--- src/imx_defs.vh ---
// constants for the indirect move and miscellaneous op execution block
// assumes a decoder that presents one decoded op per issue pulse
// Summary of operation
// - window register accesses go through pointer address
// - pointer is 16 bits and wraps both ways
// - pointer auto update leaves status flags alone
// - software reset resets device, clears flag
// - return pops stack into program counter
// - return sets irq enable, two cycles
// - xor literal into working register, zero flag
// - xor file register, destination bit selects target
// - indirect move modes and signed offset form
`ifndef IMX_DEFS_VH
`define IMX_DEFS_VH
// ****************************************************************
// op codes presented by the decoder
// ****************************************************************
`define IMX_OP_IDLE 3'h0
`define IMX_OP_MOVE_W_INDIRECT_OP 3'h1
`define IMX_OP_MOVE_W_INDIRECT_OP_K 3'h2
`define IMX_OP_RESET 3'h3
`define IMX_OP_RETIRQ 3'h4
`define IMX_OP_XOR_LITERAL_OP 3'h5
`define IMX_OP_XOR_FILE_OP 3'h6
// ****************************************************************
// indirect move mode field
// ****************************************************************
`define IMX_MM_PREINC 2'h0
`define IMX_MM_PREDEC 2'h1
`define IMX_MM_POSTINC 2'h2
`define IMX_MM_POSTDEC 2'h3
// ****************************************************************
// fields, reset values and timing
// ****************************************************************
`define IMX_GIE_BIT 7
`define IMX_RI_RESET 1'h1
`define IMX_PTR_RESET 16'h0000
`define IMX_W_RESET 8'h00
`define IMX_ZERO_RESET 1'h0
`define IMX_GIE_RESET 1'h0
`define IMX_RETIRQ_CYCLES 2'h2
`define IMX_RESET_PULSE_CYCLES 4'h4
`endif

--- src/imx_ptr_unit.v ---
// pointer arithmetic for the indirect move: effective address and update
// assumes purely combinational use by the executing core
`timescale 1ns/1ps
`include "imx_defs.vh"
module imx_ptr_unit
(
    ptr,
    mode,
    use_offset,
    offset,
    eff_addr,
    nxt_ptr
);
    input wire [15:0] ptr;
    input wire [1:0] mode;
    input wire use_offset;
    input wire [5:0] offset;
    output reg [15:0] eff_addr;
    output reg [15:0] nxt_ptr;
    wire [15:0] ptr_inc;
    wire [15:0] ptr_dec;
    wire [15:0] ptr_off;
    // 16-bit adds drop the carry so the pointer wraps
    assign ptr_inc = ptr + 16'h0001;
    assign ptr_dec = ptr - 16'h0001;
    assign ptr_off = ptr + {{10{offset[5]}}, offset};
    always @*
    begin
        eff_addr = ptr;
        nxt_ptr = ptr;
        if (use_offset)
        begin
            eff_addr = ptr_off;
        end
        else
        begin
            case (mode)
                `IMX_MM_PREINC:
                begin
                    eff_addr = ptr_inc;
                    nxt_ptr = ptr_inc;
                end
                `IMX_MM_PREDEC:
                begin
                    eff_addr = ptr_dec;
                    nxt_ptr = ptr_dec;
                end
                `IMX_MM_POSTINC:
                begin
                    nxt_ptr = ptr_inc;
                end
                default:
                begin
                    nxt_ptr = ptr_dec;
                end
            endcase
        end
    end
endmodule

--- src/imx_exec.v ---
// execution unit for indirect move, software reset, return and xor ops
// assumes the decoder pulses op_valid for one cycle, data bus reads are
// combinational and the stack pops on the pulse it is given
`timescale 1ns/1ps
`include "imx_defs.vh"
module imx_exec
(
    core_clk,
    resetn,
    op_valid,
    op_code,
    op_ptr_sel,
    op_mode,
    op_offset,
    op_literal,
    op_faddr,
    op_dest,
    busy,
    w_ff,
    ptr0_ff,
    ptr1_ff,
    zero_flag_ff,
    global_irq_enable_ff,
    reset_instruction_flag_ff,
    dmem_addr,
    dmem_rdata,
    dmem_wdata,
    dmem_we,
    stack_top,
    stack_pop,
    pc_load,
    pc_value,
    sw_reset_req
);
    input wire core_clk;
    input wire resetn;
    input wire op_valid;
    input wire [2:0] op_code;
    input wire op_ptr_sel;
    input wire [1:0] op_mode;
    input wire [5:0] op_offset;
    input wire [7:0] op_literal;
    input wire [6:0] op_faddr;
    input wire op_dest;
    output wire busy;
    output reg [7:0] w_ff;
    output reg [15:0] ptr0_ff;
    output reg [15:0] ptr1_ff;
    output reg zero_flag_ff;
    output reg global_irq_enable_ff;
    output reg reset_instruction_flag_ff;
    output reg [15:0] dmem_addr;
    input wire [7:0] dmem_rdata;
    output reg [7:0] dmem_wdata;
    output reg dmem_we;
    input wire [14:0] stack_top;
    output wire stack_pop;
    output wire pc_load;
    output wire [14:0] pc_value;
    output wire sw_reset_req;

    // ****************************************************************
    // pointer selection and arithmetic
    // ****************************************************************
    wire [15:0] sel_ptr;
    wire [15:0] eff_addr;
    wire [15:0] upd_ptr;
    wire [7:0] xor_lit;
    wire [7:0] xor_file;
    reg [1:0] ret_cnt_ff;
    reg [3:0] rst_cnt_ff;

    assign sel_ptr = op_ptr_sel ? ptr1_ff : ptr0_ff;

    imx_ptr_unit u_ptr
    (
        .ptr(sel_ptr),
        .mode(op_mode),
        .use_offset(op_code == `IMX_OP_MOVE_W_INDIRECT_OP_K),
        .offset(op_offset),
        .eff_addr(eff_addr),
        .nxt_ptr(upd_ptr)
    );

    assign xor_lit = w_ff ^ op_literal;
    assign xor_file = w_ff ^ dmem_rdata;
    assign busy = (ret_cnt_ff != 2'h0) || (rst_cnt_ff != 4'h0);
    assign sw_reset_req = (rst_cnt_ff != 4'h0);

    wire take;
    assign take = op_valid && !busy;

    // ****************************************************************
    // data memory port
    // ****************************************************************
    always @*
    begin
        dmem_addr = {9'h000, op_faddr};
        dmem_wdata = w_ff;
        dmem_we = 1'b0;
        if (take && (op_code == `IMX_OP_MOVE_W_INDIRECT_OP || op_code == `IMX_OP_MOVE_W_INDIRECT_OP_K))
        begin
            dmem_addr = eff_addr;
            dmem_we = 1'b1;
        end
        else if (take && op_code == `IMX_OP_XOR_FILE_OP)
        begin
            dmem_wdata = xor_file;
            dmem_we = op_dest;
        end
    end

    // ****************************************************************
    // architectural state
    // ****************************************************************
    reg [7:0] nxt_w;
    reg [15:0] nxt_ptr0;
    reg [15:0] nxt_ptr1;
    reg nxt_zero_flag;
    reg nxt_global_irq_enable;
    reg nxt_reset_instruction_flag;
    reg [1:0] nxt_ret_cnt;
    reg [3:0] nxt_rst_cnt;
    reg nxt_stack_pop;
    reg nxt_pc_load;
    reg [14:0] nxt_pc_value;
    reg stack_pop_ff;
    reg pc_load_ff;
    reg [14:0] pc_value_ff;

    assign stack_pop = stack_pop_ff;
    assign pc_load = pc_load_ff;
    assign pc_value = pc_value_ff;

    // counters only load when idle, since take needs busy low
    always @*
    begin
        nxt_w = w_ff;
        nxt_ptr0 = ptr0_ff;
        nxt_ptr1 = ptr1_ff;
        nxt_zero_flag = zero_flag_ff;
        nxt_global_irq_enable = global_irq_enable_ff;
        nxt_reset_instruction_flag = reset_instruction_flag_ff;
        nxt_ret_cnt = ret_cnt_ff;
        nxt_rst_cnt = rst_cnt_ff;
        nxt_stack_pop = 1'h0;
        nxt_pc_load = 1'h0;
        nxt_pc_value = pc_value_ff;
        if (ret_cnt_ff != 2'h0)
        begin
            nxt_ret_cnt = ret_cnt_ff - 2'h1;
        end
        if (rst_cnt_ff != 4'h0)
        begin
            nxt_rst_cnt = rst_cnt_ff - 4'h1;
        end
        if (take)
        begin
            case (op_code)
                `IMX_OP_MOVE_W_INDIRECT_OP:
                begin
                    // flags untouched by the pointer update
                    if (op_ptr_sel)
                    begin
                        nxt_ptr1 = upd_ptr;
                    end
                    else
                    begin
                        nxt_ptr0 = upd_ptr;
                    end
                end
                `IMX_OP_RESET:
                begin
                    nxt_reset_instruction_flag = 1'h0;
                    nxt_rst_cnt = `IMX_RESET_PULSE_CYCLES;
                end
                `IMX_OP_RETIRQ:
                begin
                    nxt_stack_pop = 1'h1;
                    nxt_pc_load = 1'h1;
                    nxt_pc_value = stack_top;
                    nxt_global_irq_enable = 1'h1;
                    nxt_ret_cnt = `IMX_RETIRQ_CYCLES - 2'h1;
                end
                `IMX_OP_XOR_LITERAL_OP:
                begin
                    nxt_w = xor_lit;
                    nxt_zero_flag = (xor_lit == 8'h00);
                end
                `IMX_OP_XOR_FILE_OP:
                begin
                    if (!op_dest)
                    begin
                        nxt_w = xor_file;
                    end
                    nxt_zero_flag = (xor_file == 8'h00);
                end
                default:
                begin
                    nxt_w = w_ff;
                end
            endcase
        end
    end

    always @(posedge core_clk or negedge resetn)
    begin
        if (!resetn)
        begin
            w_ff <= `IMX_W_RESET;
            ptr0_ff <= `IMX_PTR_RESET;
            ptr1_ff <= `IMX_PTR_RESET;
            zero_flag_ff <= `IMX_ZERO_RESET;
            global_irq_enable_ff <= `IMX_GIE_RESET;
            reset_instruction_flag_ff <= `IMX_RI_RESET;
            ret_cnt_ff <= 2'h0;
            rst_cnt_ff <= 4'h0;
            stack_pop_ff <= 1'h0;
            pc_load_ff <= 1'h0;
            pc_value_ff <= 15'h0000;
        end
        else
        begin
            w_ff <= nxt_w;
            ptr0_ff <= nxt_ptr0;
            ptr1_ff <= nxt_ptr1;
            zero_flag_ff <= nxt_zero_flag;
            global_irq_enable_ff <= nxt_global_irq_enable;
            reset_instruction_flag_ff <= nxt_reset_instruction_flag;
            ret_cnt_ff <= nxt_ret_cnt;
            rst_cnt_ff <= nxt_rst_cnt;
            stack_pop_ff <= nxt_stack_pop;
            pc_load_ff <= nxt_pc_load;
            pc_value_ff <= nxt_pc_value;
        end
    end
endmodule

--- config.mk ---
export PLATFORM = sky130hd
export DESIGN_NAME = imx_exec
export DESIGN_NICKNAME = d
export VERILOG_FILES = /design/src/imx_ptr_unit.v /design/src/imx_exec.v
export VERILOG_INCLUDE_DIRS = /design/src
export SDC_FILE = /design/constraint.sdc
export NUM_CORES = 1
export LEC_CHECK = 0
export BUFFER_PORTS_ARGS = -buffer_cell sky130_fd_sc_hd__buf_2
export CAP_MARGIN = 20
export CORE_MARGIN = 3
export CORE_UTILIZATION = 45
export DETAILED_ROUTE_END_ITERATION = 10
export GPL_ROUTABILITY_DRIVEN = 0
export HOLD_SLACK_MARGIN = 0.12
export PLACE_DENSITY = 0.7
export SYNTH_ARGS = -nofsm -noshare
export SYNTH_HDL_FRONTEND = slang
export SYNTH_SLANG_ARGS = --single-unit
--- constraint.sdc ---
create_clock -name core_clk -period 3.9 [get_ports core_clk]
set_input_delay 0.39 -clock core_clk [delete_from_list [all_inputs] [get_ports core_clk]]
set_output_delay 0.39 -clock core_clk [all_outputs]
set_load 0.02 [all_outputs]
# Word level (Yosys, flattened, before mapping)
# Cells that the tools add are included.
[op_classes] add_sub_neg=5 n_eq_ne=9 n_mux=21 n_bitwise=3 n_reduce_logical=19
[op_table] cell="16-bit two-way mux" count=5
[op_table] cell="16-bit case mux with 2 select lines" count=1
[op_table] cell="8-bit two-way mux" count=3
[op_table] cell="16-bit by 1-bit adder with 16-bit output (second input constant)" count=1
[op_table] cell="16-bit adder" count=1
[op_table] cell="8-bit zero test" count=2
[op_table] cell="8-bit case mux with 2 select lines" count=1
[op_table] cell="16-bit by 1-bit subtractor with 16-bit output (second input constant)" count=1
[op_table] cell="8-bit bitwise XOR" count=2
[op_table] cell="4-bit two-way mux" count=3
[op_table] cell="3-bit == test (second input constant)" count=3
[op_table] cell="3-bit AND reduction" count=3
[op_table] cell="3-bit by 2-bit == test with 1-bit output (second input constant)" count=2
[op_table] cell="2-bit two-way mux" count=3
[op_table] cell="2-bit AND reduction" count=3
[op_table] cell="1-bit two-way mux" count=4
[op_table] cell="2-bit nonzero test" count=2
[op_table] cell="4-bit nonzero test" count=1
[op_table] cell="4-bit by 1-bit subtractor with 4-bit output (second input constant)" count=1
[op_table] cell="3-bit by 1-bit == test with 1-bit output (second input constant)" count=1
[op_table] cell="1-bit logical AND" count=3
[op_table] cell="2-bit by 1-bit == test with 1-bit output (second input constant)" count=1
[op_table] cell="2-bit == test (second input constant)" count=1
[op_table] cell="2-bit zero test" count=1
[op_table] cell="7 further kinds" count=8
[totals] regBits=65 input_bits=54 out_inout_bits=87 elab_cells=67

# Logic depth before layout (Yosys ltp)
[logic_depth] word_depth=7 depth_mapped=14 ltp_nobuf=12

# Modules after synthesis
# Synthesis repeated with hierarchy kept, for this count alone.
[hier_totals] cells_unflattened=523 area_unflattened_um2=5001.0
[by_module_without_submodules] module="imx_exec" n_inst=1 cells_each=270 area_each_um2=3303.2 seq_area_each_um2=1627.8
[by_module_without_submodules] module="imx_ptr_unit" n_inst=1 cells_each=253 area_each_um2=1697.9 seq_area_each_um2=0.0

# Least setup slack after synthesis
# Ideal clock, no wire load.
[synth_path] path_type="input -> output" start="input op_ptr_sel" end="output dmem_addr[14]" t_arrival_ns=3.078 t_required_ns=3.510 slack_ns=0.432 cell_stages=12 path_buffers=3 path_cell_list="buf_6 buf_4 buf_2 mux2i_1 fa_1 nor2b_1 o31ai_1 a31oi_1 a22o_1 a221oi_1 xor2_1 o22ai_1"
[synth_between] elab_chain_len=5 word_cells_on_any_way=7 classes_between="add/sub: 3; mux: 4"
[synth_rtl] element="from (decl)" line="imx_exec.v:39" source="input wire op_ptr_sel;"
[synth_rtl] element="16-bit two-way mux *" line="imx_exec.v:73" source="assign sel_ptr = op_ptr_sel ? ptr1_ff : ptr0_ff;"
[synth_rtl] element="16-bit by 1-bit subtractor with 16-bit output / 16-bit by 1-bit adder with 16-bit output (equally long branches)" line="imx_ptr_unit.v:25, imx_ptr_unit.v:24"
[synth_rtl] element="16-bit case mux with 2 select lines" line="imx_ptr_unit.v:37" source="case (mode)"
[synth_rtl] element="16-bit two-way mux *" line="imx_ptr_unit.v:31" source="if (use_offset)"
[synth_rtl] element="16-bit two-way mux *" line="imx_exec.v:101" source="if (take && (op_code == `IMX_OP_MOVE_W_INDIRECT_OP || op_code == `IMX_OP_MOVE_W_INDIRECT_OP_K))"
[synth_rtl] element="to (decl)" line="imx_exec.v:52" source="output reg [15:0] dmem_addr;"
# Mark *: on every way between the ends. The rest lies on a longest branch, timed or not.

# Final worst setup path
# Same ends and word-level chain as after synthesis.

==> run metrics <==
cell row count 37; Rel. slew slack 0.3732; setup repair after global routing missed its margin false; Max-Cap Viols 0; non-filler cells, final 852; die area 11940 sq um; post-CTS setup buffer count 0; ANT cells 0; Final nets 784; Cells after Synth about 570; CTS sink cnt between 60 and 70; Final Max Slew Viols 0; largest net degree at the start of global routing 43; worst skew pair latency 0.35 ns; final WL between 10000 and 15000 um; Levels on crit path 13; WL/cell 15.34 um; Placed Instances 836; EDFF count, synth 0; maximum root-to-sink buffer count 2; via count approximately 4600; clock tree from TritonCTS built; Starting Density 0.4647; setup_tns 0 ns; vias in the first global route 4347; synth warn 0; layout cells sized above 1 0.2682; PD cells 594.2 nW/um^2; crit share post-route 0.9293; endpoints failing setup 0; Buffers on Ports between 100 and 150; die width 109.3 um; root buffer cell clkbuf_8; Worst VDD drop between 300 and 400 uV; register-to-register setup slack between 0.9 and 1 ns; run status completed; Final Critical Period 3.624 ns; post-synthesis sequential area ratio 0.3393; synthesized area per cell 8.401 sq um; die height 109.3 um; top sig layer met4; DRT Pass-1 Iters 4; clock skew 0.01638 ns; I/O pin cnt 141; WS Path Type in2out; first-pass GRT wire length about 21000 um; CTS buffer count 9; Crit Path Max Fanout 33; overall routing resource usage 0.2177; cells on worst reg2reg path 7; critical path's largest stage delay 0.38 ns; syn nets 644; WL met2 6448 um; WL met3 576 um; Post-DRT Antenna Nets 0; FF-to-FF End ptr0_ff[1]; Max Freq 275.9 MHz; Placeable Area 10320 sq um; Synth Register Bits 65; FFs w/ async S/R, synth 1.000; startpoint types input pin; Crit. End Element output port; Slew @ Worst Pin 0.9402 ns; cell repeated most along the worst path buf_2; kind of cell adding the most delay to the critical path compound AO/OA/AOI/OAI gates; static leakage 0.003069 uW; Worst Hold Class in2async; Cell variety after synth between 60 and 70; reg-to-reg startpoint rst_cnt_ff[0]; Final Hold Viols 0; DR iter-0 viols 163; area grow syn2layout 22.12%; GRT overflow 0; htree depth 3; initial antenna violation count 0; critical path arrival 3.23 ns; Worst-path clk slew 0.08 ns; top_reg_cell synth dfrtp_1; HPWL after DPL 10170 um; mapped cell area 4797 sq um; worst path bufs/invs 4; FILL cells 984; crit-path cells buf_2 -> buf_12 -> mux2i_1 -> inv_1 -> ha_1 -> or3_1 -> a21oi_1 -> a31oi_1 -> a22o_1 -> a221oi_1 -> xor2_1 -> o22ai_1 -> buf_2; DRC 0; wire length on met1 5757 um; CP max-delay cell or3_1; WP data required 3.51 ns; vias per cell approximately 5.4
## logic make-up (layout without fill, tap and decap cells)
group	count (synthesis)	in the layout	share of synthesized area
flip-flops	65	65	0.3393
buffers and inverters	42	187	0.03782
multiplexers	18	18	0.04043
AND/OR/NAND/NOR	242	242	0.2436
AO/OA/AOI/OAI	99	99	0.1307
adder cells (fa/ha/maj)	19	19	0.05112
XOR/XNOR	86	86	0.1570
## through the flow
step / util / total power [uW] / instance area [sq um] / hold slack, ns / setup slack [ns]
detailed placement: 0.5468 / 2886 / 5645 / 0.4471 / 0.2325
finish: 0.5674 / 3481 / 5858 / 0.1861 / 0.2758
floorplan: - / 2319 / 4797 / 0.09441 / 0.4316
CTS: 0.5670 / 3502 / 5853 / 0.2151 / 0.1407
global route: 0.5674 / 3750 / 5858 / 0.2199 / 0.007610
global placement: 0.5468 / 2837 / 5645 / 0.4455 / 0.3182
## layer usage
metal,GRT usage,vias up
li1,-,2247
met5,0,-
met3,0.03908,18
met2,0.3601,120
met1,0.2886,2192
met4,0.07124,0
## worst max-delay path by stage
| stage | endpoint | start | slack, ns |
|---|---|---|---|
| 2_1_floorplan | dmem_addr[14] | op_ptr_sel | 0.43 |
| 3_3_place_gp | dmem_addr[14] | op_ptr_sel | 0.32 |
| 3_5_place_dp | dmem_addr[14] | op_ptr_sel | 0.23 |
| 4_1_cts | dmem_addr[14] | ptr0_ff[0] | 0.14 |
| 5_1_grt | dmem_addr[14] | ptr0_ff[0] | 0.008 |
| 6_report | dmem_addr[14] | op_ptr_sel | 0.28 |
## power breakdown
| part | switching (uW) | internal [uW] | leakage (uW) |
|---|---|---|---|
| combinational | 1020 | 701 | 0.00210 |
| clock | 291 | 308 | 0.000103 |
| sequential | 277 | 886 | 0.000862 |
## cell usage in the layout, fill, tap and decap left out, types with 5 or more instances in the layout
cell and n:
nor3_1 17, dfrtp_1 64, mux2_2 8, nand2_1 106, ha_1 18, nor2_1 43
a21oi_1 32, xor2_1 39, nand2b_1 5, nand3_1 19, mux2i_1 9, xnor2_1 47
a31oi_1 5, and3_1 6, clkbuf_8 9, nor2b_1 7, buf_4 7, buf_2 140
a21o_1 7, o21ai_0 21, inv_1 22, o22ai_1 9, or3_1 8
## synthesized netlist by cell type, types with 3 or more instances
library cell    n  area (sq um)
nor3b_1         4         30.03
a21o_1          7         52.55
dfrtp_1        64          1602
buf_2           4         20.02
o21ai_0        21         105.1
nor2b_1         7         43.79
mux2_2          8         90.09
nand2b_1        5         31.28
nor3_1         17         85.08
a21oi_1        32         160.2
mux2i_1         9         90.09
xor2_1         39         341.6
clkbuf_1       11         41.29
nand2_1       106         397.9
and3_1          6         37.54
ha_1           18         225.2
nor4_1          4         25.02
nand3_1        19         95.09
o22ai_1         9         56.30
buf_4           3         22.52
nor2_2          3         18.77
nor2_1         43         161.4
inv_1          22         82.58
or3_1           8         50.05
xnor2_1        47         411.6
a31oi_1         5         31.28
## flip-flops by register name, summed over array words and instances, names as in the netlist
name,flops
global_irq_enable_ff,1
pc_load,1
pc_value,15
ptr0_ff,16
ptr1_ff,16
reset_instruction_flag_ff,1
ret_cnt_ff,2
rst_cnt_ff,4
w_ff,8
zero_flag_ff,1
## area by class of cell
type,count,area (sq um),share of cell area
Clock buffer,9,123.9,0.02114
Clock inverter,7,83.83,0.01431
Inverter,23,86.33,0.01474
Multi-Input combinational cell,464,2993,0.5109
Sequential cell,65,1628,0.2779
Tap cell,136,170.2,0.02905
Timing Repair Buffer,148,773.2,0.1320
## timing repair
item | 4_1_cts | 5_1_grt
endpoints found under the hold margin | 0 | 0
hold buffers | 0 | 0
gates resized for setup | 0 | 1
endpoints found under the setup margin | 0 | 1
Note: power is estimated with default switching activity, not from simulation.
